[src/pin_io_defs.vh]
// constants for the direct pin i/o block: register offsets, fields, reset values, timing
// assumes a 125 MHz core clock and a word-addressed avalon-mm slave
`ifndef PIN_IO_DEFS_VH
`define PIN_IO_DEFS_VH
`define PIO_CLK_MHZ 125
`define PIO_NPINS 12
// register byte offsets
`define PIO_OFS_DIR 8'h00
`define PIO_OFS_OUT 8'h04
`define PIO_OFS_IN 8'h08
`define PIO_OFS_EDGE_EN 8'h0C
`define PIO_OFS_EDGE 8'h10
`define PIO_OFS_PULL 8'h14
`define PIO_OFS_BYTE 8'h18
`define PIO_OFS_NIB_CFG 8'h1C
`define PIO_OFS_NIB 8'h20
`define PIO_OFS_STAT 8'h24
`define PIO_OFS_MASK 8'h28
`define PIO_OFS_BUSY 8'h2C
// reset values and pull-up mask
`define PIO_DIR_RST 12'h000
`define PIO_PULL_RST 12'h000
`define PIO_PULL_ALLOWED 12'h8F0
// status fields
`define PIO_STAT_EDGE 0
`define PIO_STAT_DONE 8
// latencies in ns at the documented rate
`define PIO_T_BYTE_SAMPLE_NS 24000
`define PIO_T_BYTE_RET_NS 4000
`define PIO_T_NIB0_NS 78000
`define PIO_T_NIB4_NS 125000
`define PIO_T_EDGE_MIN_NS 200
`define PIO_T_SYNC_MIN_NS 220
`endif

[src/direct_pin_io_ports.v]
// direct pin i/o top: twelve pins as bit ports, pins 0-7 also as byte, nibble and edge-latching ports
// assumes an avalon-mm master on core_clk_i and external pads resolving oe
`timescale 1ns/100ps
`default_nettype none
`include "pin_io_defs.vh"
module direct_pin_io_ports #(
  parameter NPINS = `PIO_NPINS,
  parameter CLK_MHZ = `PIO_CLK_MHZ,
  parameter BYTE_SAMPLE_CYC = (`PIO_T_BYTE_SAMPLE_NS * `PIO_CLK_MHZ) / 1000,
  parameter BYTE_RET_CYC = (`PIO_T_BYTE_RET_NS * `PIO_CLK_MHZ) / 1000,
  parameter NIB0_CYC = (`PIO_T_NIB0_NS * `PIO_CLK_MHZ) / 1000,
  parameter NIB4_CYC = (`PIO_T_NIB4_NS * `PIO_CLK_MHZ) / 1000
) (
  input wire core_clk_i,
  input wire rstn_i,
  input wire [5:0] avs_address_i,
  input wire avs_read_i,
  input wire avs_write_i,
  input wire [31:0] avs_writedata_i,
  input wire [3:0] avs_byteenable_i,
  output reg [31:0] avs_readdata_o,
  output reg avs_waitrequest_o,
  input wire [11:0] pin_i,
  output reg [11:0] pin_o,
  output reg [11:0] pin_oe_o,
  output reg [11:0] pullup_en_o,
  output reg irq_o
);
  localparam ST_IDLE = 2'd0;
  localparam ST_WAIT = 2'd1;
  localparam ST_ANS = 2'd2;
  localparam OP_NONE = 2'd0;
  localparam OP_BYTE = 2'd1;
  localparam OP_NIB = 2'd2;
  localparam TW = 16;

  reg rst_meta_reg;
  reg rst_sync_reg;
  wire rst_n;
  always @(posedge core_clk_i or negedge rstn_i) begin
    if (!rstn_i) begin
      rst_meta_reg <= 1'b0;
      rst_sync_reg <= 1'b0;
    end else begin
      rst_meta_reg <= 1'b1;
      rst_sync_reg <= rst_meta_reg;
    end
  end
  assign rst_n = rst_sync_reg;

  reg half_reg;
  always @(posedge core_clk_i or negedge rst_n) begin
    if (!rst_n) begin
      half_reg <= 1'b0;
    end else begin
      half_reg <= ~half_reg;
    end
  end

  wire [11:0] pin_sync;
  pin_sync #(
    .WIDTH(12)
  ) u_sync (
    .core_clk_i(core_clk_i),
    .rst_n_i(rst_n),
    .en_i(half_reg),
    .pin_i(pin_i),
    .sync_o(pin_sync)
  );

  reg [11:0] dir_reg;
  reg [11:0] out_reg;
  reg [7:0] edge_en_reg;
  reg [7:0] edge_reg;
  reg [11:0] pull_reg;
  reg [2:0] nib_lsb_reg;
  reg [8:0] stat_reg;
  reg [8:0] mask_reg;
  reg [7:0] byte_in_reg;
  reg [11:0] prev_reg;
  reg [1:0] state_reg;
  reg [1:0] op_reg;
  reg [3:0] nib_val_reg;
  reg [31:0] rdata_next;

  wire word_sel = avs_byteenable_i[0];
  wire [7:0] ofs = {avs_address_i, 2'b00};
  wire req = (avs_read_i | avs_write_i) & (state_reg == ST_IDLE);
  wire wr = avs_write_i & (state_reg == ST_IDLE) & word_sel;
  wire rd = avs_read_i & (state_reg == ST_IDLE);
  wire sample_tick = half_reg;
  wire [7:0] fall = prev_reg[7:0] & ~pin_sync[7:0] & edge_en_reg & ~dir_reg[7:0];
  wire edge_read = rd & (ofs == `PIO_OFS_EDGE);
  wire byte_rd = rd & (ofs == `PIO_OFS_BYTE);
  wire nib_wr = wr & (ofs == `PIO_OFS_NIB);

  wire [TW-1:0] nib_cyc = NIB0_CYC[TW-1:0] +
    ((NIB4_CYC[TW-1:0] - NIB0_CYC[TW-1:0]) >> 2) * {13'd0, nib_lsb_reg};
  wire tmr_load = (byte_rd | nib_wr);
  wire [TW-1:0] tmr_cnt = byte_rd ? BYTE_SAMPLE_CYC[TW-1:0] : nib_cyc;
  wire tmr_busy;
  wire tmr_done;
  lat_timer #(
    .W(TW)
  ) u_tmr (
    .core_clk_i(core_clk_i),
    .rst_n_i(rst_n),
    .load_i(tmr_load),
    .count_i(tmr_cnt),
    .busy_o(tmr_busy),
    .done_o(tmr_done)
  );
  reg [TW-1:0] ret_cnt_reg;

  // nibble field of the output image
  wire [11:0] nib_mask = 12'h00F << nib_lsb_reg;
  wire [11:0] nib_bits = {8'h00, nib_val_reg} << nib_lsb_reg;
  wire [11:0] nib_in = pin_sync >> nib_lsb_reg;
  wire [11:0] oe_next = (wr && ofs == `PIO_OFS_DIR) ? avs_writedata_i[11:0] : dir_reg;

  always @* begin
    rdata_next = 32'h0000_0000;
    case (ofs)
      `PIO_OFS_DIR: rdata_next = {20'h0_0000, dir_reg};
      `PIO_OFS_OUT: rdata_next = {20'h0_0000, out_reg};
      `PIO_OFS_IN: rdata_next = {20'h0_0000, pin_sync};
      `PIO_OFS_EDGE_EN: rdata_next = {24'h00_0000, edge_en_reg};
      `PIO_OFS_EDGE: rdata_next = {24'h00_0000, edge_reg};
      `PIO_OFS_PULL: rdata_next = {20'h0_0000, pull_reg};
      `PIO_OFS_NIB_CFG: rdata_next = {29'h0000_0000, nib_lsb_reg};
      `PIO_OFS_NIB: rdata_next = {28'h000_0000, nib_in[3:0]};
      `PIO_OFS_STAT: rdata_next = {23'h00_0000, stat_reg};
      `PIO_OFS_MASK: rdata_next = {23'h00_0000, mask_reg};
      `PIO_OFS_BUSY: rdata_next = {31'h0000_0000, tmr_busy};
      default: rdata_next = 32'h0000_0000;
    endcase
  end

  always @(posedge core_clk_i or negedge rst_n) begin
    if (!rst_n) begin
      pull_reg <= `PIO_PULL_RST;
      dir_reg <= `PIO_DIR_RST;
      out_reg <= 12'h000;
      edge_en_reg <= 8'h00;
      edge_reg <= 8'h00;
      nib_lsb_reg <= 3'd0;
      stat_reg <= 9'h000;
      mask_reg <= 9'h000;
      byte_in_reg <= 8'h00;
      prev_reg <= 12'hFFF;
      state_reg <= ST_IDLE;
      op_reg <= OP_NONE;
      nib_val_reg <= 4'h0;
      ret_cnt_reg <= {TW{1'b0}};
      avs_readdata_o <= 32'h0000_0000;
      avs_waitrequest_o <= 1'b1;
      pin_o <= 12'h000;
      pin_oe_o <= 12'h000;
      pullup_en_o <= 12'h000;
      irq_o <= 1'b0;
    end else begin
      if (sample_tick) begin
        prev_reg <= pin_sync;
      end
      edge_reg <= (edge_read ? 8'h00 : edge_reg) | (sample_tick ? fall : 8'h00);
      stat_reg[7:0] <= stat_reg[7:0] | (sample_tick ? fall : 8'h00);
      stat_reg[8] <= stat_reg[8] | tmr_done;
      avs_waitrequest_o <= 1'b1;
      if (wr) begin
        case (ofs)
          `PIO_OFS_DIR: dir_reg <= avs_writedata_i[11:0];
          `PIO_OFS_OUT: out_reg <= avs_writedata_i[11:0];
          `PIO_OFS_EDGE_EN: edge_en_reg <= avs_writedata_i[7:0];
          `PIO_OFS_PULL: pull_reg <= avs_writedata_i[11:0] & `PIO_PULL_ALLOWED;
          `PIO_OFS_BYTE: out_reg[7:0] <= avs_writedata_i[7:0];
          `PIO_OFS_NIB_CFG: begin
            if (avs_writedata_i[2:0] <= 3'd4) begin
              nib_lsb_reg <= avs_writedata_i[2:0];
            end
          end
          `PIO_OFS_NIB: nib_val_reg <= avs_writedata_i[3:0];
          `PIO_OFS_STAT: begin
            stat_reg[7:0] <= (stat_reg[7:0] & ~avs_writedata_i[7:0]) |
              (sample_tick ? fall : 8'h00);
            stat_reg[8] <= (stat_reg[8] & ~avs_writedata_i[8]) | tmr_done;
          end
          `PIO_OFS_MASK: mask_reg <= avs_writedata_i[8:0];
          default: begin
          end
        endcase
      end
      case (state_reg)
        ST_IDLE: begin
          if (byte_rd) begin
            state_reg <= ST_WAIT;
            op_reg <= OP_BYTE;
          end else if (nib_wr) begin
            state_reg <= ST_WAIT;
            op_reg <= OP_NIB;
          end else if (req) begin
            avs_readdata_o <= rdata_next;
            avs_waitrequest_o <= 1'b0;
            state_reg <= ST_ANS;
          end
        end
        ST_WAIT: begin
          if (tmr_done) begin
            if (op_reg == OP_BYTE) begin
              byte_in_reg <= pin_sync[7:0];
              ret_cnt_reg <= BYTE_RET_CYC[TW-1:0];
            end else begin
              out_reg <= (out_reg & ~nib_mask) | nib_bits;
              ret_cnt_reg <= {TW{1'b0}};
            end
          end else if (!tmr_busy) begin
            if (ret_cnt_reg > {TW{1'b0}}) begin
              ret_cnt_reg <= ret_cnt_reg - {{(TW-1){1'b0}}, 1'b1};
            end else begin
              avs_readdata_o <= (op_reg == OP_BYTE) ? {24'h00_0000, byte_in_reg} :
                32'h0000_0000;
              avs_waitrequest_o <= 1'b0;
              state_reg <= ST_ANS;
            end
          end
        end
        ST_ANS: begin
          state_reg <= ST_IDLE;
          op_reg <= OP_NONE;
        end
        default: state_reg <= ST_IDLE;
      endcase
      pin_oe_o <= oe_next;
      pin_o <= out_reg;
      pullup_en_o <= pull_reg & ~oe_next;
      irq_o <= |(stat_reg & mask_reg);
    end
  end
endmodule // direct_pin_io_ports
`default_nettype wire

[src/lat_timer.v]
// down counter for firmware-like access latency, pulses done when it reaches zero
// assumes load is a single-cycle request in the core clock domain
`timescale 1ns/100ps
`default_nettype none
module lat_timer #(
  parameter W = 16
) (
  input wire core_clk_i,
  input wire rst_n_i,
  input wire load_i,
  input wire [W-1:0] count_i,
  output wire busy_o,
  output reg done_o
);
  reg [W-1:0] cnt_reg;
  reg run_reg;
  always @(posedge core_clk_i or negedge rst_n_i) begin
    if (!rst_n_i) begin
      cnt_reg <= {W{1'b0}};
      run_reg <= 1'b0;
      done_o <= 1'b0;
    end else begin
      done_o <= 1'b0;
      if (load_i) begin
        cnt_reg <= count_i;
        run_reg <= 1'b1;
      end else if (run_reg) begin
        if (cnt_reg <= {{(W-1){1'b0}}, 1'b1}) begin
          run_reg <= 1'b0;
          done_o <= 1'b1;
        end else begin
          cnt_reg <= cnt_reg - {{(W-1){1'b0}}, 1'b1};
        end
      end
    end
  end
  assign busy_o = run_reg;
endmodule // lat_timer
`default_nettype wire

[src/pin_sync.v]
// two-flop synchroniser per pin, sampled on a slower enable pulse
// assumes the enable is a one-cycle pulse in the core clock domain
`timescale 1ns/100ps
`default_nettype none
module pin_sync #(
  parameter WIDTH = 12
) (
  input wire core_clk_i,
  input wire rst_n_i,
  input wire en_i,
  input wire [WIDTH-1:0] pin_i,
  output wire [WIDTH-1:0] sync_o
);
  reg [WIDTH-1:0] meta_reg;
  reg [WIDTH-1:0] sync_reg;
  genvar g;
  generate
    for (g = 0; g < WIDTH; g = g + 1) begin : g_bit
      always @(posedge core_clk_i or negedge rst_n_i) begin
        if (!rst_n_i) begin
          meta_reg[g] <= 1'b0;
          sync_reg[g] <= 1'b0;
        end else if (en_i) begin
          meta_reg[g] <= pin_i[g];
          sync_reg[g] <= meta_reg[g];
        end
      end
    end
  endgenerate
  assign sync_o = sync_reg;
endmodule // pin_sync
`default_nettype wire
[config.mk]
export PLATFORM = sky130hd
export DESIGN_NAME = direct_pin_io_ports
export DESIGN_NICKNAME = d
export VERILOG_FILES = /design/src/direct_pin_io_ports.v /design/src/lat_timer.v /design/src/pin_sync.v
export VERILOG_INCLUDE_DIRS = /design/src /design/src/src
export SDC_FILE = /design/constraint.sdc
export NUM_CORES = 1
export LEC_CHECK = 0
export ABC_AREA = 0
export BUFFER_PORTS_ARGS = -buffer_cell sky130_fd_sc_hd__buf_2
export CORE_UTILIZATION = 40
export CTS_CLUSTER_SIZE = 20
export DETAILED_ROUTE_END_ITERATION = 10
export HOLD_SLACK_MARGIN = 0.05
export SLEW_MARGIN = 5
export SYNTH_ARGS = -nofsm -noshare
export SYNTH_HDL_FRONTEND = slang
export SYNTH_SLANG_ARGS = --single-unit
[constraint.sdc]
create_clock -name core_clk_i -period 6.8 [get_ports core_clk_i]
set_input_delay 0.68 -clock core_clk_i [delete_from_list [all_inputs] [get_ports core_clk_i]]
set_output_delay 0.68 -clock core_clk_i [all_outputs]
set_load 0.03 [all_outputs]
# Word level (Yosys, flattened, before mapping)
# Index checks and enable logic that the tools add are counted.
# classes
div	0
n_eq_ne	24
order_cmp	3
add_sub_neg	3
mux	51
mul	1
n_shift	3
n_bitwise	30
reduce_logical	21
# ops
operator	n
32-bit two-way mux	6
12-bit one-hot mux with 11 select lines	1
16-bit two-way mux	6
32-bit one-hot mux with 2 select lines	1
12-bit two-way mux	5
8-bit bitwise AND	4
8-bit two-way mux	4
16-bit by 1-bit subtractor with 16-bit output (second input constant)	2
9-bit two-way mux	3
12-bit bitwise AND	2
6-bit by 3-bit == test with 1-bit output (second input constant)	4
6-bit by 4-bit == test with 1-bit output (second input constant)	4
12-bit inverter	2
8-bit inverter	3
8-bit OR	3
16-bit by 1-bit greater-than comparator with 1-bit output (second input constant)	1
16-bit by 1-bit less-or-equal comparator with 1-bit output (second input constant)	1
2-bit two-way mux	8
14-bit by 14-bit adder with 15-bit output (first input constant)	1
15-bit two-way mux	1
2-bit != test (second input constant)	7
2-bit AND reduction	7
6-bit by 2-bit == test with 1-bit output (second input constant)	2
9-bit by 3-bit multiplier with 12-bit output (first input constant)	1
28 further kinds	57
# totals
latchBits	0
output_inout_bits	70
n_memories	0
reg_bits	221
word_cells	186
inputBits	58
romBits	0
ramBits	0

# Depth between registers and ports, before layout
# Gate-level depths: netlist (run 1).
# depth
depth_word	8
depth_mapped	12
ltp_nobuf	11

# By module
# Synthesis (run 1) repeated with hierarchy kept, for this count alone.
# unflattened
cells_unflattened	935
area_unflattened_um2	10286.1
# by_module_without_submodules
module	area_per_inst_um2	seq_area_each_um2	instances	cells_per_inst
direct_pin_io_ports	8095.3	3814.9	1	751
lat_timer	1193.6	450.4	1	133
pin_sync	997.2	600.6	1	51

# Least setup slack after synthesis (run 1)
# OpenSTA, ideal clock, no wires.
# synth_path
path_type	reg-to-reg
from	register nib_lsb_reg[1]
to	register u_tmr.cnt_reg[11]
stages_incl_launch_ff	11
arrival_time_ps	3478
setup_ps	126
required_time_ps	6674
path_slack_ps	3196
n_path_buf	2
period_less_slack_ps	3604
path_cell_list	dfrtp_1 > clkbuf_1 > clkbuf_1 > inv_1 > ha_1 > ha_1 > or4b_2 > o2111ai_1 > a311oi_1 > xor2_1 > a221o_1
# synth_between
elab_chain_cells	4
# synth_lines
item	line_no	source
from (decl)	direct_pin_io_ports.v:76	reg [2:0] nib_lsb_reg;
from (signal assigned)	direct_pin_io_ports.v:178	nib_lsb_reg <= avs_writedata_i[2:0];
9-bit by 3-bit multiplier with 12-bit output	direct_pin_io_ports.v:98	((NIB4_CYC[TW-1:0] - NIB0_CYC[TW-1:0]) >> 2) * {13'd0, nib_lsb_reg};
14-bit by 14-bit adder with 15-bit output	direct_pin_io_ports.v:97	wire [TW-1:0] nib_cyc = NIB0_CYC[TW-1:0] +
15-bit two-way mux	direct_pin_io_ports.v:100	wire [TW-1:0] tmr_cnt = byte_rd ? BYTE_SAMPLE_CYC[TW-1:0] : nib_cyc;
16-bit two-way mux	lat_timer.v:24	if (load_i) begin
to (signal assigned)	lat_timer.v:19	cnt_reg <= {W{1'b0}};
to (signal assigned)	lat_timer.v:25	cnt_reg <= count_i;
to (signal assigned)	lat_timer.v:32	cnt_reg <= cnt_reg - {{(W-1){1'b0}}, 1'b1};
to (decl)	lat_timer.v:15	reg [W-1:0] cnt_reg;
# Every way passes these cells.
# A chain may end at the register's enable or synchronous reset.

# Worst setup path after layout (run 1)
# layout_path
from	register nib_lsb_reg[2]
to	register u_tmr.cnt_reg[11]
# Same word-level chain as after synthesis.

==> results of run 1 <==
[cells by family after synthesis]
family,synth area share
other,0.000771
adders and majority gates,0.0280
and+or+nand+nor,0.136
xor gates and xnor gates,0.0252
buffers and inverters,0.0454
AOI/OAI and AO/OA,0.127
muxes,0.138
DFF,0.500
[metal layers]
metal,part of all wire,wire [µm]
met4,0.024,604
met3,0.062,1530
met5,0,0
met2,0.45,11100
met1,0.46,11500
[power groups by stage]
| stage | clock (mW) | sequential, mW | combinational (mW) |
|---|---|---|---|
| after CTS | 1.04 | 1.34 | 0.437 |
| final | 1.01 | 1.34 | 0.434 |
| after global placement | 0 | 1.36 | 0.427 |
| after global routing | 1.08 | 1.36 | 0.483 |
| after floorplan | 0 | 1.40 | 0.277 |
| after detailed placement | 0 | 1.36 | 0.436 |
[final timing paths]
check	slack (ns)	to	depth (start not counted)
worst max-delay path	2.50	u_tmr.cnt_reg[11]$_DFFE_PN0P_	10
worst max register to register	2.50	u_tmr.cnt_reg[11]$_DFFE_PN0P_	10
min in group core_clk_i	0.36	rst_n$_DFF_PN0_	0
worst min register to register	0.22	u_sync.meta_reg[9]$_DFFE_PN0P_	0
worst min-delay path	0.22	u_sync.meta_reg[9]$_DFFE_PN0P_	0
max in group asynchronous	5.31	ret_cnt_reg[9]$_DFFE_PN0P_	1
[cells in the mapped netlist, types with 4 or more instances]
library cell / instances / area [µm²]
a22o_1: 7 / 61.3
clkbuf_1: 27 / 101
a221oi_1: 6 / 52.6
dfstp_2: 9 / 236
a222oi_1: 8 / 80.1
nand2_1: 100 / 375
a22oi_1: 11 / 82.6
dfrtp_1: 185 / 4630
buf_4: 27 / 203
xnor2_1: 16 / 140
mux4_2: 11 / 248
nor2_1: 81 / 304
nor4bb_1: 4 / 40.0
a21o_1: 4 / 30.0
o2bb2ai_1: 4 / 35.0
or2_2: 5 / 31.3
nor4_1: 8 / 50.1
and3_1: 6 / 37.5
or4_1: 5 / 37.5
nand2b_1: 7 / 43.8
a21oi_1: 52 / 260
xor2_1: 12 / 105
nand3_1: 25 / 125
nor3_1: 13 / 65.1
o21ai_0: 53 / 265
mux2i_1: 21 / 210
nor2b_1: 4 / 25.0
a31oi_1: 6 / 37.5
inv_1: 25 / 93.8
ha_1: 17 / 213
mux2_2: 77 / 867
o211ai_1: 4 / 30.0
[final cells by class]
| type | count | share of cell area |
|---|---|---|
| clock buffers | 18 | 0.0400 |
| well taps | 319 | 0.0364 |
| diodes | 1 | 0.000228 |
| clock inverters | 14 | 0.0152 |
| repair buffers | 85 | 0.0420 |
| inverters | 28 | 0.00958 |
| flip-flops and latches | 194 | 0.444 |
| multi-input cells | 654 | 0.413 |
[metrics by stage]
stage | std cells | area, µm² | hold slack [ns]
detailed placement | 1279 | 10400 | 0.233
finish | 1313 | 11000 | 0.224
CTS | 1312 | 11000 | 0.239
global placement | 1279 | 10400 | 0.227
global route | 1312 | 11000 | 0.258
floorplan | 936 | 9830 | 0.331
[critical path, cell delays in order, from the launching register on]
cell	delay, ns
dfrtp_1	0.93
clkinv_1	0.58
ha_1	0.44
inv_1	0.04
ha_1	0.48
o21ai_0	0.23
or4b_2	0.64
o2111ai_1	0.20
a311oi_1	0.13
xor2_1	0.19
a221o_1	0.33
==> metrics.txt, run 1 <==
# TYPE chip_impl_metric gauge
chip_impl_info{name="outcome",value="completed"} 1
chip_impl_metric{name="nNetsFinal",unit=""} 1058
chip_impl_metric{name="globalRouteOverflowTotal",unit=""} 0
chip_impl_metric{name="ctsResizeCount",unit=""} 0
chip_impl_metric{name="grt_start_max_net_pins",unit=""} 171
chip_impl_metric{name="route.detailed.wl_per_inst",unit="µm"} 18.8
chip_impl_metric{name="drt_first_iter_violations",unit=""} 610
chip_impl_metric{name="cts_hold_repair.buffers",unit=""} 1
chip_impl_metric{name="cts_made_buffers",unit=""} 17
chip_impl_metric{name="count_of_port_buffers_added_during_placement",unit=""} 77
chip_impl_info{name="timing.setup.critical_path_class",value="reg -> reg"} 1
chip_impl_metric{name="ctsLongestPathBuffers",unit=""} 2
chip_impl_metric{name="fin_tns_setup",unit="ns"} 0
chip_impl_metric{name="dp_worst_setup_slack",unit="ns"} 2.48
chip_impl_metric{name="power_dens_cells",unit="mW/mm²"} 254
chip_impl_metric{name="final-max-slew-violation-count",unit=""} 0
chip_impl_metric{name="synthesis.area",unit="mm²"} 0.00974
chip_impl_metric{name="detail_route.wirelength",unit="µm"} 24700
chip_impl_metric{name="drive_gt1_frac",unit=""} 0.235
chip_impl_metric{name="dieWidth",unit="µm"} 158
chip_impl_info{name="critical_path.startpoint",value="nib_lsb_reg[2]$_DFFE_PN0P_"} 1
chip_impl_metric{name="grt_pass1_vias",unit=""} 7032
chip_impl_metric{name="p_int",unit="mW"} 1.92
chip_impl_metric{name="fin_crit_sh",unit=""} 0.633
chip_impl_metric{name="maxSlewHeadroom",unit=""} 0.310
chip_impl_metric{name="grt.met1_usage",unit=""} 0.281
chip_impl_metric{name="final-seq-area",unit="mm²"} 0.00487
chip_impl_metric{name="groute.usage.overall",unit=""} 0.208
chip_impl_metric{name="finalWeightedCongestion",unit=""} 0.844
chip_impl_info{name="grt.busiest_layer",value="met2"} 1
chip_impl_metric{name="timing_hold_violations_final",unit=""} 0
chip_impl_metric{name="ant_nets",unit=""} 0
chip_impl_metric{name="timing.max_cap.violations",unit=""} 0
chip_impl_info{name="rsz0062_at_grt",value="no"} 1
chip_impl_info{name="timing.rr.start",value="nib_lsb_reg[2]$_DFFE_PN0P_"} 1
chip_impl_metric{name="flow.area_growth_from_synthesis",unit="%"} 12.7
chip_impl_info{name="most-common-layout-cells",value="dfrtp_1, nand2_1, nor2_1"} 1
chip_impl_metric{name="post_synthesis_sequential_area_ratio",unit=""} 0.500
chip_impl_metric{name="clk_slew_on_worst_s_h_paths",unit="ns"} 0.08
chip_impl_metric{name="die_h",unit="µm"} 158
chip_impl_info{name="hold_class",value="reg -> async"} 1
chip_impl_metric{name="initial_core_util",unit=""} 0.411
chip_impl_metric{name="timing.critical_path.fanout_max",unit=""} 28
chip_impl_info{name="mostFrequentLayoutCell",value="dfrtp_1"} 1
chip_impl_metric{name="dp.final_hpwl",unit="µm"} 17400
chip_impl_metric{name="layout.core_utilization",unit=""} 0.463
chip_impl_metric{name="netlist-cell-type-count",unit=""} 74
chip_impl_metric{name="wire_length_of_the_first_global_routing_pass",unit="µm"} 39100
chip_impl_metric{name="static-leakage-power",unit="nW"} 4.99
chip_impl_metric{name="drt-vias-per-instance",unit=""} 5.44
chip_impl_info{name="cts.root.buffer_cell",value="clkbuf_16"} 1
chip_impl_info{name="cts_tree",value="done"} 1
chip_impl_metric{name="io_pins",unit=""} 128
chip_impl_metric{name="insertion_delay",unit="ns"} 0.45
chip_impl_metric{name="setup_viol",unit=""} 0
chip_impl_metric{name="postSynthCellCount",unit=""} 910
chip_impl_metric{name="cts_num_sinks",unit=""} 194
chip_impl_metric{name="route.detailed.drc",unit=""} 0
chip_impl_metric{name="timing.clock.skew",unit="ns"} 0.0136
chip_impl_metric{name="nFillCells",unit=""} 2299
chip_impl_info{name="cp_startpoint_kind",value="register"} 1
chip_impl_metric{name="grtUsageMet3",unit=""} 0.0515
chip_impl_metric{name="vias",unit=""} 7148
chip_impl_metric{name="pwr-share-comb",unit=""} 0.156
chip_impl_metric{name="synth.yosys.warnings",unit=""} 0
chip_impl_metric{name="fmaxAchievable",unit="MHz"} 232
chip_impl_metric{name="footprint_of_the_multi_input_gates",unit="mm²"} 0.00453
chip_impl_metric{name="floorplan.core_area",unit="mm²"} 0.0237
chip_impl_metric{name="buffer_count_from_post_cts_setup_fixing",unit=""} 0
chip_impl_metric{name="clock_power_share",unit=""} 0.363
chip_impl_metric{name="grt_antenna_before_repair",unit=""} 1
chip_impl_metric{name="synth_register_bits",unit=""} 194
chip_impl_metric{name="synth_edf_count",unit=""} 0
chip_impl_metric{name="switching_fraction_of_total_power",unit=""} 0.313
chip_impl_metric{name="first_pass_iters",unit=""} 5
chip_impl_metric{name="endpoint_arrival_time_on_the_critical_path",unit="ns"} 4.63
chip_impl_metric{name="seq_power_share",unit=""} 0.481
chip_impl_metric{name="measured_slew_at_the_worst_slew_check_pin",unit="ns"} 1.03
chip_impl_info{name="timing.critical_path.to_type",value="register"} 1
chip_impl_metric{name="htreeDepth",unit=""} 4
chip_impl_metric{name="core.rowCount",unit=""} 56
chip_impl_metric{name="power.ir.vdd_worst",unit="V"} 0.000145
chip_impl_metric{name="async_flop_share",unit=""} 1.00
chip_impl_metric{name="p_switching",unit="mW"} 0.873
chip_impl_metric{name="setup_ws",unit="ns"} 2.50
chip_impl_metric{name="synth.avg_cell_area",unit="µm²"} 10.7
chip_impl_info{name="synth_ff_type",value="dfrtp_1"} 1
chip_impl_metric{name="min_period",unit="ns"} 4.30
chip_impl_metric{name="timing.critical_path.required",unit="ns"} 7.13
chip_impl_metric{name="design.die.area",unit="mm²"} 0.0250
chip_impl_metric{name="gr-usage-met2",unit=""} 0.325
chip_impl_metric{name="p_total",unit="mW"} 2.79
Power figures use the tool's default switching activity.
==> run 2, diff against run 1 <==
clock period = 3.7 ns   (was 6.8 ns; I/O delays follow)
==> run 2 against run 1 <==
Register-to-register slack worse by 2.3 ns. Routed wire length grew 0.82%. Total power increased by 87%.
==> metrics.txt, run 2 (synthesis gave the netlist of run 1 again) <==
# TYPE chip_impl_metric gauge
chip_impl_metric{name="count_of_port_buffers_added_during_placement",unit=""} 77
chip_impl_info{name="cp_startpoint_kind",value="register"} 1
chip_impl_metric{name="grt_pass1_vias",unit=""} 7033
chip_impl_info{name="critical_path.reg2reg.endpoint",value="u_tmr.cnt_reg[11]$_DFFE_PN0P_"} 1
chip_impl_metric{name="power.ir.vdd_worst",unit="V"} 0.000223
chip_impl_metric{name="core.rowCount",unit=""} 56
chip_impl_metric{name="insertion_delay",unit="ns"} 0.44
chip_impl_metric{name="cts_made_buffers",unit=""} 17
chip_impl_info{name="timing.critical_path.to_type",value="register"} 1
chip_impl_info{name="rsz0062_at_grt",value="no"} 1
chip_impl_info{name="hold_class",value="in -> reg"} 1
chip_impl_metric{name="grt_start_max_net_pins",unit=""} 82
chip_impl_metric{name="worst-r2r-cell-count",unit=""} 11
chip_impl_metric{name="ant_nets",unit=""} 0
chip_impl_info{name="timing.rr.start",value="nib_lsb_reg[1]$_DFFE_PN0P_"} 1
chip_impl_metric{name="setup.reg_to_reg.worst_slack",unit="ns"} 0.24
chip_impl_metric{name="nNetsFinal",unit=""} 1076
chip_impl_metric{name="nFillCells",unit=""} 2232
chip_impl_info{name="timing.setup.critical_path_class",value="reg -> reg"} 1
chip_impl_info{name="most-common-layout-cells",value="dfrtp_1, nand2_1, nor2_1"} 1
chip_impl_metric{name="detail_route.wirelength",unit="µm"} 24900
chip_impl_metric{name="fmaxAchievable",unit="MHz"} 289
chip_impl_metric{name="die_h",unit="µm"} 158
chip_impl_info{name="outcome",value="completed"} 1
chip_impl_info{name="cts_tree",value="done"} 1
chip_impl_metric{name="vias",unit=""} 7216
chip_impl_metric{name="ctsLongestPathBuffers",unit=""} 2
chip_impl_metric{name="design.die.area",unit="mm²"} 0.0250
chip_impl_metric{name="dp_worst_setup_slack",unit="ns"} 0.263
chip_impl_info{name="critical_path.endpoint",value="u_tmr.cnt_reg[11]$_DFFE_PN0P_"} 1
chip_impl_metric{name="route.detailed.wl_per_inst",unit="µm"} 18.7
chip_impl_info{name="cts.root.buffer_cell",value="clkbuf_16"} 1
chip_impl_metric{name="timing.max_cap.violations",unit=""} 0
chip_impl_metric{name="wire_length_of_the_first_global_routing_pass",unit="µm"} 39400
chip_impl_metric{name="io_pins",unit=""} 128
chip_impl_metric{name="timing.clock.skew",unit="ns"} 0.0134
chip_impl_metric{name="min_period",unit="ns"} 3.46
chip_impl_metric{name="timing.critical_path.fanout_max",unit=""} 7
chip_impl_metric{name="groute.usage.overall",unit=""} 0.209
chip_impl_metric{name="layout.core_utilization",unit=""} 0.470
chip_impl_metric{name="fin_crit_sh",unit=""} 0.935
chip_impl_metric{name="setup_ws",unit="ns"} 0.241
chip_impl_metric{name="fin_tns_setup",unit="ns"} 0
chip_impl_metric{name="finalWeightedCongestion",unit=""} 0.882
chip_impl_metric{name="cts_hold_repair.buffers",unit=""} 1
chip_impl_metric{name="static-leakage-power",unit="nW"} 5.10
chip_impl_metric{name="maxSlewHeadroom",unit=""} 0.280
chip_impl_metric{name="floorplan.core_area",unit="mm²"} 0.0237
chip_impl_metric{name="clk_slew_on_worst_s_h_paths",unit="ns"} 0.08
chip_impl_metric{name="first_pass_iters",unit=""} 5
chip_impl_metric{name="dieWidth",unit="µm"} 158
chip_impl_metric{name="endpoint_arrival_time_on_the_critical_path",unit="ns"} 3.78
chip_impl_metric{name="dp.final_hpwl",unit="µm"} 18100
chip_impl_metric{name="measured_slew_at_the_worst_slew_check_pin",unit="ns"} 1.07
chip_impl_metric{name="timing.critical_path.required",unit="ns"} 4.03
chip_impl_metric{name="drt_first_iter_violations",unit=""} 552
chip_impl_info{name="critical_path.startpoint",value="nib_lsb_reg[1]$_DFFE_PN0P_"} 1
chip_impl_metric{name="route.detailed.drc",unit=""} 0
chip_impl_metric{name="globalRouteOverflowTotal",unit=""} 0
chip_impl_metric{name="drive_gt1_frac",unit=""} 0.247
chip_impl_metric{name="cts_num_sinks",unit=""} 194
chip_impl_info{name="mostFrequentLayoutCell",value="dfrtp_1"} 1
chip_impl_metric{name="worst_hold_slack_across_all_endpoints",unit="ns"} 0.155
chip_impl_metric{name="ctsResizeCount",unit=""} 0
chip_impl_metric{name="buffer_count_from_post_cts_setup_fixing",unit=""} 0
chip_impl_metric{name="setup_viol",unit=""} 0
chip_impl_metric{name="flow.area_growth_from_synthesis",unit="%"} 14.3
chip_impl_metric{name="final-max-slew-violation-count",unit=""} 0
chip_impl_metric{name="power_dens_cells",unit="mW/mm²"} 468
chip_impl_metric{name="timing_hold_violations_final",unit=""} 0
chip_impl_metric{name="grt_antenna_before_repair",unit=""} 3
chip_impl_metric{name="drt-vias-per-instance",unit=""} 5.42
chip_impl_metric{name="initial_core_util",unit=""} 0.411
chip_impl_metric{name="htreeDepth",unit=""} 4
==> run 2: cell types whose count changed in the layout (fill, tap and decap cells not counted), sizes merged <==
cell / change
buf: +18
clkinvlp: -3
inv: +2
bufinv: +1
diode: +1
==> run 2: area by class of cell <==
class | instances | area [µm²] | area share
Clock inverter | 14 | 190 | 0.0171
Antenna cell | 2 | 5.00 | 0.000450
Multi-Input combinational cell | 654 | 4530 | 0.407
Sequential cell | 194 | 4870 | 0.437
Clock buffer | 18 | 439 | 0.0395
Timing Repair Buffer | 103 | 596 | 0.0535
Inverter | 28 | 105 | 0.00944
Tap cell | 319 | 399 | 0.0359
==> run 2: worst min-delay path by stage <==
stage              from  cells past startpoint                              to
6_report       pin_i[4]                      2  u_sync.meta_reg[4]$_DFFE_PN0P_
5_1_grt        pin_i[5]                      2  u_sync.meta_reg[5]$_DFFE_PN0P_
4_1_cts        pin_i[5]                      2  u_sync.meta_reg[5]$_DFFE_PN0P_
3_5_place_dp     rstn_i                      1          rst_meta_reg$_DFF_PN0_
3_3_place_gp     rstn_i                      1          rst_meta_reg$_DFF_PN0_
2_1_floorplan    rstn_i                      0          rst_meta_reg$_DFF_PN0_
==> run 2: per-layer routing <==
metal	routed length, µm	share of wire	up-vias	global-route usage
li1	-	-	3401	-
met5	13	0.00052	-	0
met2	11500	0.46	237	0.327
met1	11600	0.47	3554	0.294
met4	278	0.011	2	0.0522
met3	1520	0.061	22	0.0460
==> run 2: stage by stage <==
stage               power (mW)  instance area, µm²  std cells
floorplan                 3.08                9840        936
global placement          3.30               10500       1297
detailed placement        3.31               10500       1297
CTS                       5.25               11100       1330
global route              5.43               11100       1332
finish                    5.20               11100       1332
==> run 2: critical path, cell delays in order (launching register included) <==
cell      delay (ns)
dfrtp_1         0.48
fa_1            0.61
ha_1            0.19
inv_1           0.06
fa_1            0.40
nand2b_1        0.18
a211oi_1        0.25
nor2_1          0.15
xnor2_1         0.17
a311oi_1        0.41
xor2_1          0.13
a221o_1         0.33
==> run 2: power breakdown <==
part / leakage, nW / switching (mW) / internal [mW] / total, mW
clock network: 0.306 / 0.926 / 1.00 / 1.93
logic: 2.44 / 0.501 / 0.304 / 0.805
registers: 2.36 / 0.172 / 2.30 / 2.47
==> run 3, diff against run 2 <==
SYNTH_HIERARCHICAL = 1   (was not set)
==> run 3 against run 2 <==
Combinational power shrank 67%. Synthesized cell count grew 2.7%. Non-clock buffer count grew 1. Routed wire length grew 5.4%. Hold slack lost 0.0052 ns. Critical path depth grew 1. Sequential share of layout area shrank 1.7 points. Clock skew shrank 0.0018 ns. Critical path type unchanged. Critical endpoint is now u_tmr/cnt_reg[13]$_DFFE_PN0P_. Largest cell class is now multi-input combinational cells.
==> metrics.txt, run 3 <==
# TYPE chip_impl_metric gauge
chip_impl_metric{name="async_flop_share",unit=""} 1.00
chip_impl_info{name="synth_most_common_cell",value="dfrtp_1"} 1
chip_impl_metric{name="post_layout_nonfiller_instances",unit=""} 1357
chip_impl_metric{name="static-leakage-power",unit="nW"} 5.22
chip_impl_metric{name="synthesis.area",unit="mm²"} 0.0103
chip_impl_metric{name="drive_gt1_frac",unit=""} 0.267
chip_impl_metric{name="min_period",unit="ns"} 3.46
chip_impl_metric{name="core.rowCount",unit=""} 58
chip_impl_info{name="most-common-layout-cells",value="dfrtp_1, nand2_1, buf_2"} 1
chip_impl_metric{name="insertion_delay",unit="ns"} 0.44
chip_impl_metric{name="endpoint_arrival_time_on_the_critical_path",unit="ns"} 3.80
chip_impl_info{name="synth_top_cells_by_area",value="dfrtp_1, mux2_2, mux2_4"} 1
chip_impl_info{name="cts.root.buffer_cell",value="clkbuf_16"} 1
chip_impl_info{name="timing.setup.critical_path_class",value="reg -> reg"} 1
chip_impl_metric{name="synth.avg_cell_area",unit="µm²"} 11.0
chip_impl_metric{name="p_total",unit="mW"} 4.44
chip_impl_metric{name="timing.critical_path.required",unit="ns"} 4.05
chip_impl_metric{name="nFillCells",unit=""} 2386
chip_impl_metric{name="synth_top_cell_area_share",unit=""} 0.450
chip_impl_metric{name="io_pins",unit=""} 128
chip_impl_info{name="post-synth-top-area-cell",value="dfrtp_1"} 1
chip_impl_metric{name="detail_route.wirelength",unit="µm"} 26200
chip_impl_metric{name="wire_length_of_the_first_global_routing_pass",unit="µm"} 41600
chip_impl_metric{name="grt_pass1_vias",unit=""} 7385
chip_impl_metric{name="finalWeightedCongestion",unit=""} 0.918
chip_impl_metric{name="cts_made_buffers",unit=""} 17
chip_impl_metric{name="count_of_port_buffers_added_during_placement",unit=""} 77
chip_impl_metric{name="setup_viol",unit=""} 0
chip_impl_info{name="outcome",value="completed"} 1
chip_impl_metric{name="worst-r2r-cell-count",unit=""} 12
chip_impl_metric{name="globalRouteOverflowTotal",unit=""} 0
chip_impl_metric{name="route.detailed.wl_per_inst",unit="µm"} 19.3
chip_impl_metric{name="ant_nets",unit=""} 0
chip_impl_metric{name="synth.yosys.warnings",unit=""} 6
chip_impl_metric{name="final-max-slew-violation-count",unit=""} 0
chip_impl_metric{name="maxSlewHeadroom",unit=""} 0.305
chip_impl_metric{name="postSynthCellCount",unit=""} 935
chip_impl_metric{name="timing_hold_violations_final",unit=""} 0
chip_impl_metric{name="power.ir.vdd_worst",unit="V"} 0.000297
chip_impl_metric{name="cts_num_sinks",unit=""} 194
chip_impl_metric{name="fmaxAchievable",unit="MHz"} 289
chip_impl_metric{name="ctsLongestPathBuffers",unit=""} 2
chip_impl_metric{name="fin_tns_setup",unit="ns"} 0
chip_impl_metric{name="timing.critical_path.fanout_max",unit=""} 3
chip_impl_metric{name="drt_first_iter_violations",unit=""} 741
chip_impl_info{name="cp_startpoint_kind",value="register"} 1
chip_impl_metric{name="grt_start_max_net_pins",unit=""} 101
chip_impl_metric{name="dp.final_hpwl",unit="µm"} 19000
chip_impl_metric{name="netlist-cell-type-count",unit=""} 93
chip_impl_metric{name="groute.usage.overall",unit=""} 0.205
chip_impl_info{name="hold_class",value="in -> reg"} 1
chip_impl_metric{name="vias",unit=""} 7597
chip_impl_info{name="timing.critical_path.to_type",value="register"} 1
chip_impl_info{name="synth_common_cells",value="dfrtp_1, nand2_1, nor2_1, mux2_2, a21oi_1"} 1
chip_impl_metric{name="first_pass_iters",unit=""} 6
chip_impl_metric{name="number_of_cells_in_the_design_after_placement",unit=""} 1324
chip_impl_metric{name="synth_register_bits",unit=""} 194
chip_impl_metric{name="measured_slew_at_the_worst_slew_check_pin",unit="ns"} 1.04
chip_impl_metric{name="drt-vias-per-instance",unit=""} 5.60
chip_impl_metric{name="antenna_cells_inserted",unit=""} 0
chip_impl_metric{name="htreeDepth",unit=""} 4
chip_impl_metric{name="floorplan.core_area",unit="mm²"} 0.0252
chip_impl_info{name="rsz0062_at_grt",value="no"} 1
chip_impl_metric{name="hold_depth",unit=""} 2
chip_impl_info{name="mostFrequentLayoutCell",value="dfrtp_1"} 1
chip_impl_metric{name="timing.clock.skew",unit="ns"} 0.0117
chip_impl_metric{name="route.detailed.drc",unit=""} 0
chip_impl_metric{name="die_h",unit="µm"} 162
chip_impl_metric{name="clk_slew_on_worst_s_h_paths",unit="ns"} 0.08
chip_impl_metric{name="initial_core_util",unit=""} 0.408
chip_impl_metric{name="dieWidth",unit="µm"} 162
chip_impl_metric{name="fin_crit_sh",unit=""} 0.934
chip_impl_metric{name="grt_antenna_before_repair",unit=""} 0
chip_impl_info{name="synth_ff_type",value="dfrtp_1"} 1
chip_impl_metric{name="design.die.area",unit="mm²"} 0.0264
chip_impl_metric{name="power_dens_cells",unit="mW/mm²"} 384
chip_impl_metric{name="nNetsFinal",unit=""} 1092
chip_impl_metric{name="flow.area_growth_from_synthesis",unit="%"} 12.6
chip_impl_info{name="cts_tree",value="done"} 1
chip_impl_metric{name="synth_edf_count",unit=""} 0
chip_impl_metric{name="post_synthesis_sequential_area_ratio",unit=""} 0.473
chip_impl_metric{name="timing.max_cap.violations",unit=""} 0
[run 3: cell types whose count changed in the layout (fill, tap and decap cells not counted), sizes merged, moves of 7 or more]
cell and delta:
nand3 -7, nand2 -16, nor2 -12, a31oi +8
o21ai -17, a22oi +8, mux2 +8
[run 3: report_power, final]
group / leakage [nW] / switching [mW] / internal (mW)
Sequential: 2.43 / 0.0753 / 2.16
Combinational: 2.50 / 0.166 / 0.0995
Clock: 0.293 / 0.905 / 1.03
Total: 5.22 / 1.15 / 3.30
[run 3: logic make-up (layout without fill, tap and decap cells)]
| kind of cell | Yosys count | after routing | share of synthesized area |
|---|---|---|---|
| DFF | 194 | 194 | 0.473 |
| buffers and inverters | 102 | 166 | 0.0574 |
| xor gates and xnor gates | 17 | 17 | 0.0145 |
| muxes | 118 | 118 | 0.145 |
| other | 2 | 30 | 0.000730 |
| AOI/OAI and AO/OA | 204 | 204 | 0.141 |
| and+or+nand+nor | 278 | 278 | 0.141 |
| adders and majority gates | 20 | 20 | 0.0265 |
[run 3: stage by stage]
step	worst slack (ns)	utilization	hold slack, ns	instance area (µm²)
floorplan	0.0179	-	0.0744	10400
global placement	0.188	0.434	0.158	10900
detailed placement	0.152	0.434	0.158	10900
CTS	0.147	0.459	0.140	11600
global route	0.0516	0.460	0.139	11600
finish	0.243	0.460	0.149	11600
[run 3: layer usage]
layer	GRT usage	up-vias	wire length (µm)
met5	0	-	0
met4	0.0596	0	520
met3	0.0331	32	1350
met2	0.331	229	12400
met1	0.285	3807	12000
li1	-	3529	-
[run 3: timing repair]
item | in CTS | in global routing
setup endpoints to repair | 0 | 3
hold endpoints to repair | 2 | 0
resized for setup | 0 | 4
hold buffers | 1 | 0
buffers inserted | 0 | 0
[run 3: path summary, 6_finish.rpt]
path	from	endpoint	slack (ns)
max	nib_lsb_reg[0]$_DFFE_PN0P_	u_tmr/cnt_reg[13]$_DFFE_PN0P_	0.24
min	pin_i[9]	u_sync/meta_reg[9]$_DFFE_PN0P_	0.15
max reg2reg	nib_lsb_reg[0]$_DFFE_PN0P_	u_tmr/cnt_reg[13]$_DFFE_PN0P_	0.24
min reg2reg	rst_meta_reg$_DFF_PN0_	rst_n$_DFF_PN0_	0.35
max in group asynchronous	rst_n$_DFF_PN0_	prev_reg[4]$_DFFE_PN1P_	2.37
min in group asynchronous	rstn_i	rst_n$_DFF_PN0_	0.23
[run 3: area by class of cell]
class	count	area, µm²	share of cell area
Clock buffer	17	425	0.0367
Clock inverter	15	195	0.0169
Inverter	30	113	0.00973
Multi-Input combinational cell	667	4950	0.428
Sequential cell	194	4870	0.421
Tap cell	330	413	0.0357
Timing Repair Buffer	104	607	0.0524
[run 3: critical path, stage by stage, from the launching register on]
cell and delay, ns:
dfrtp_1 0.40, fa_1 0.62, ha_1 0.19, inv_1 0.06, fa_1 0.40, nor2b_1 0.24, o311ai_1 0.16, a2111oi_1 0.46
nor3_1 0.16, a211oi_1 0.30, mux2i_1 0.25, nand2_1 0.07, o31ai_1 0.07
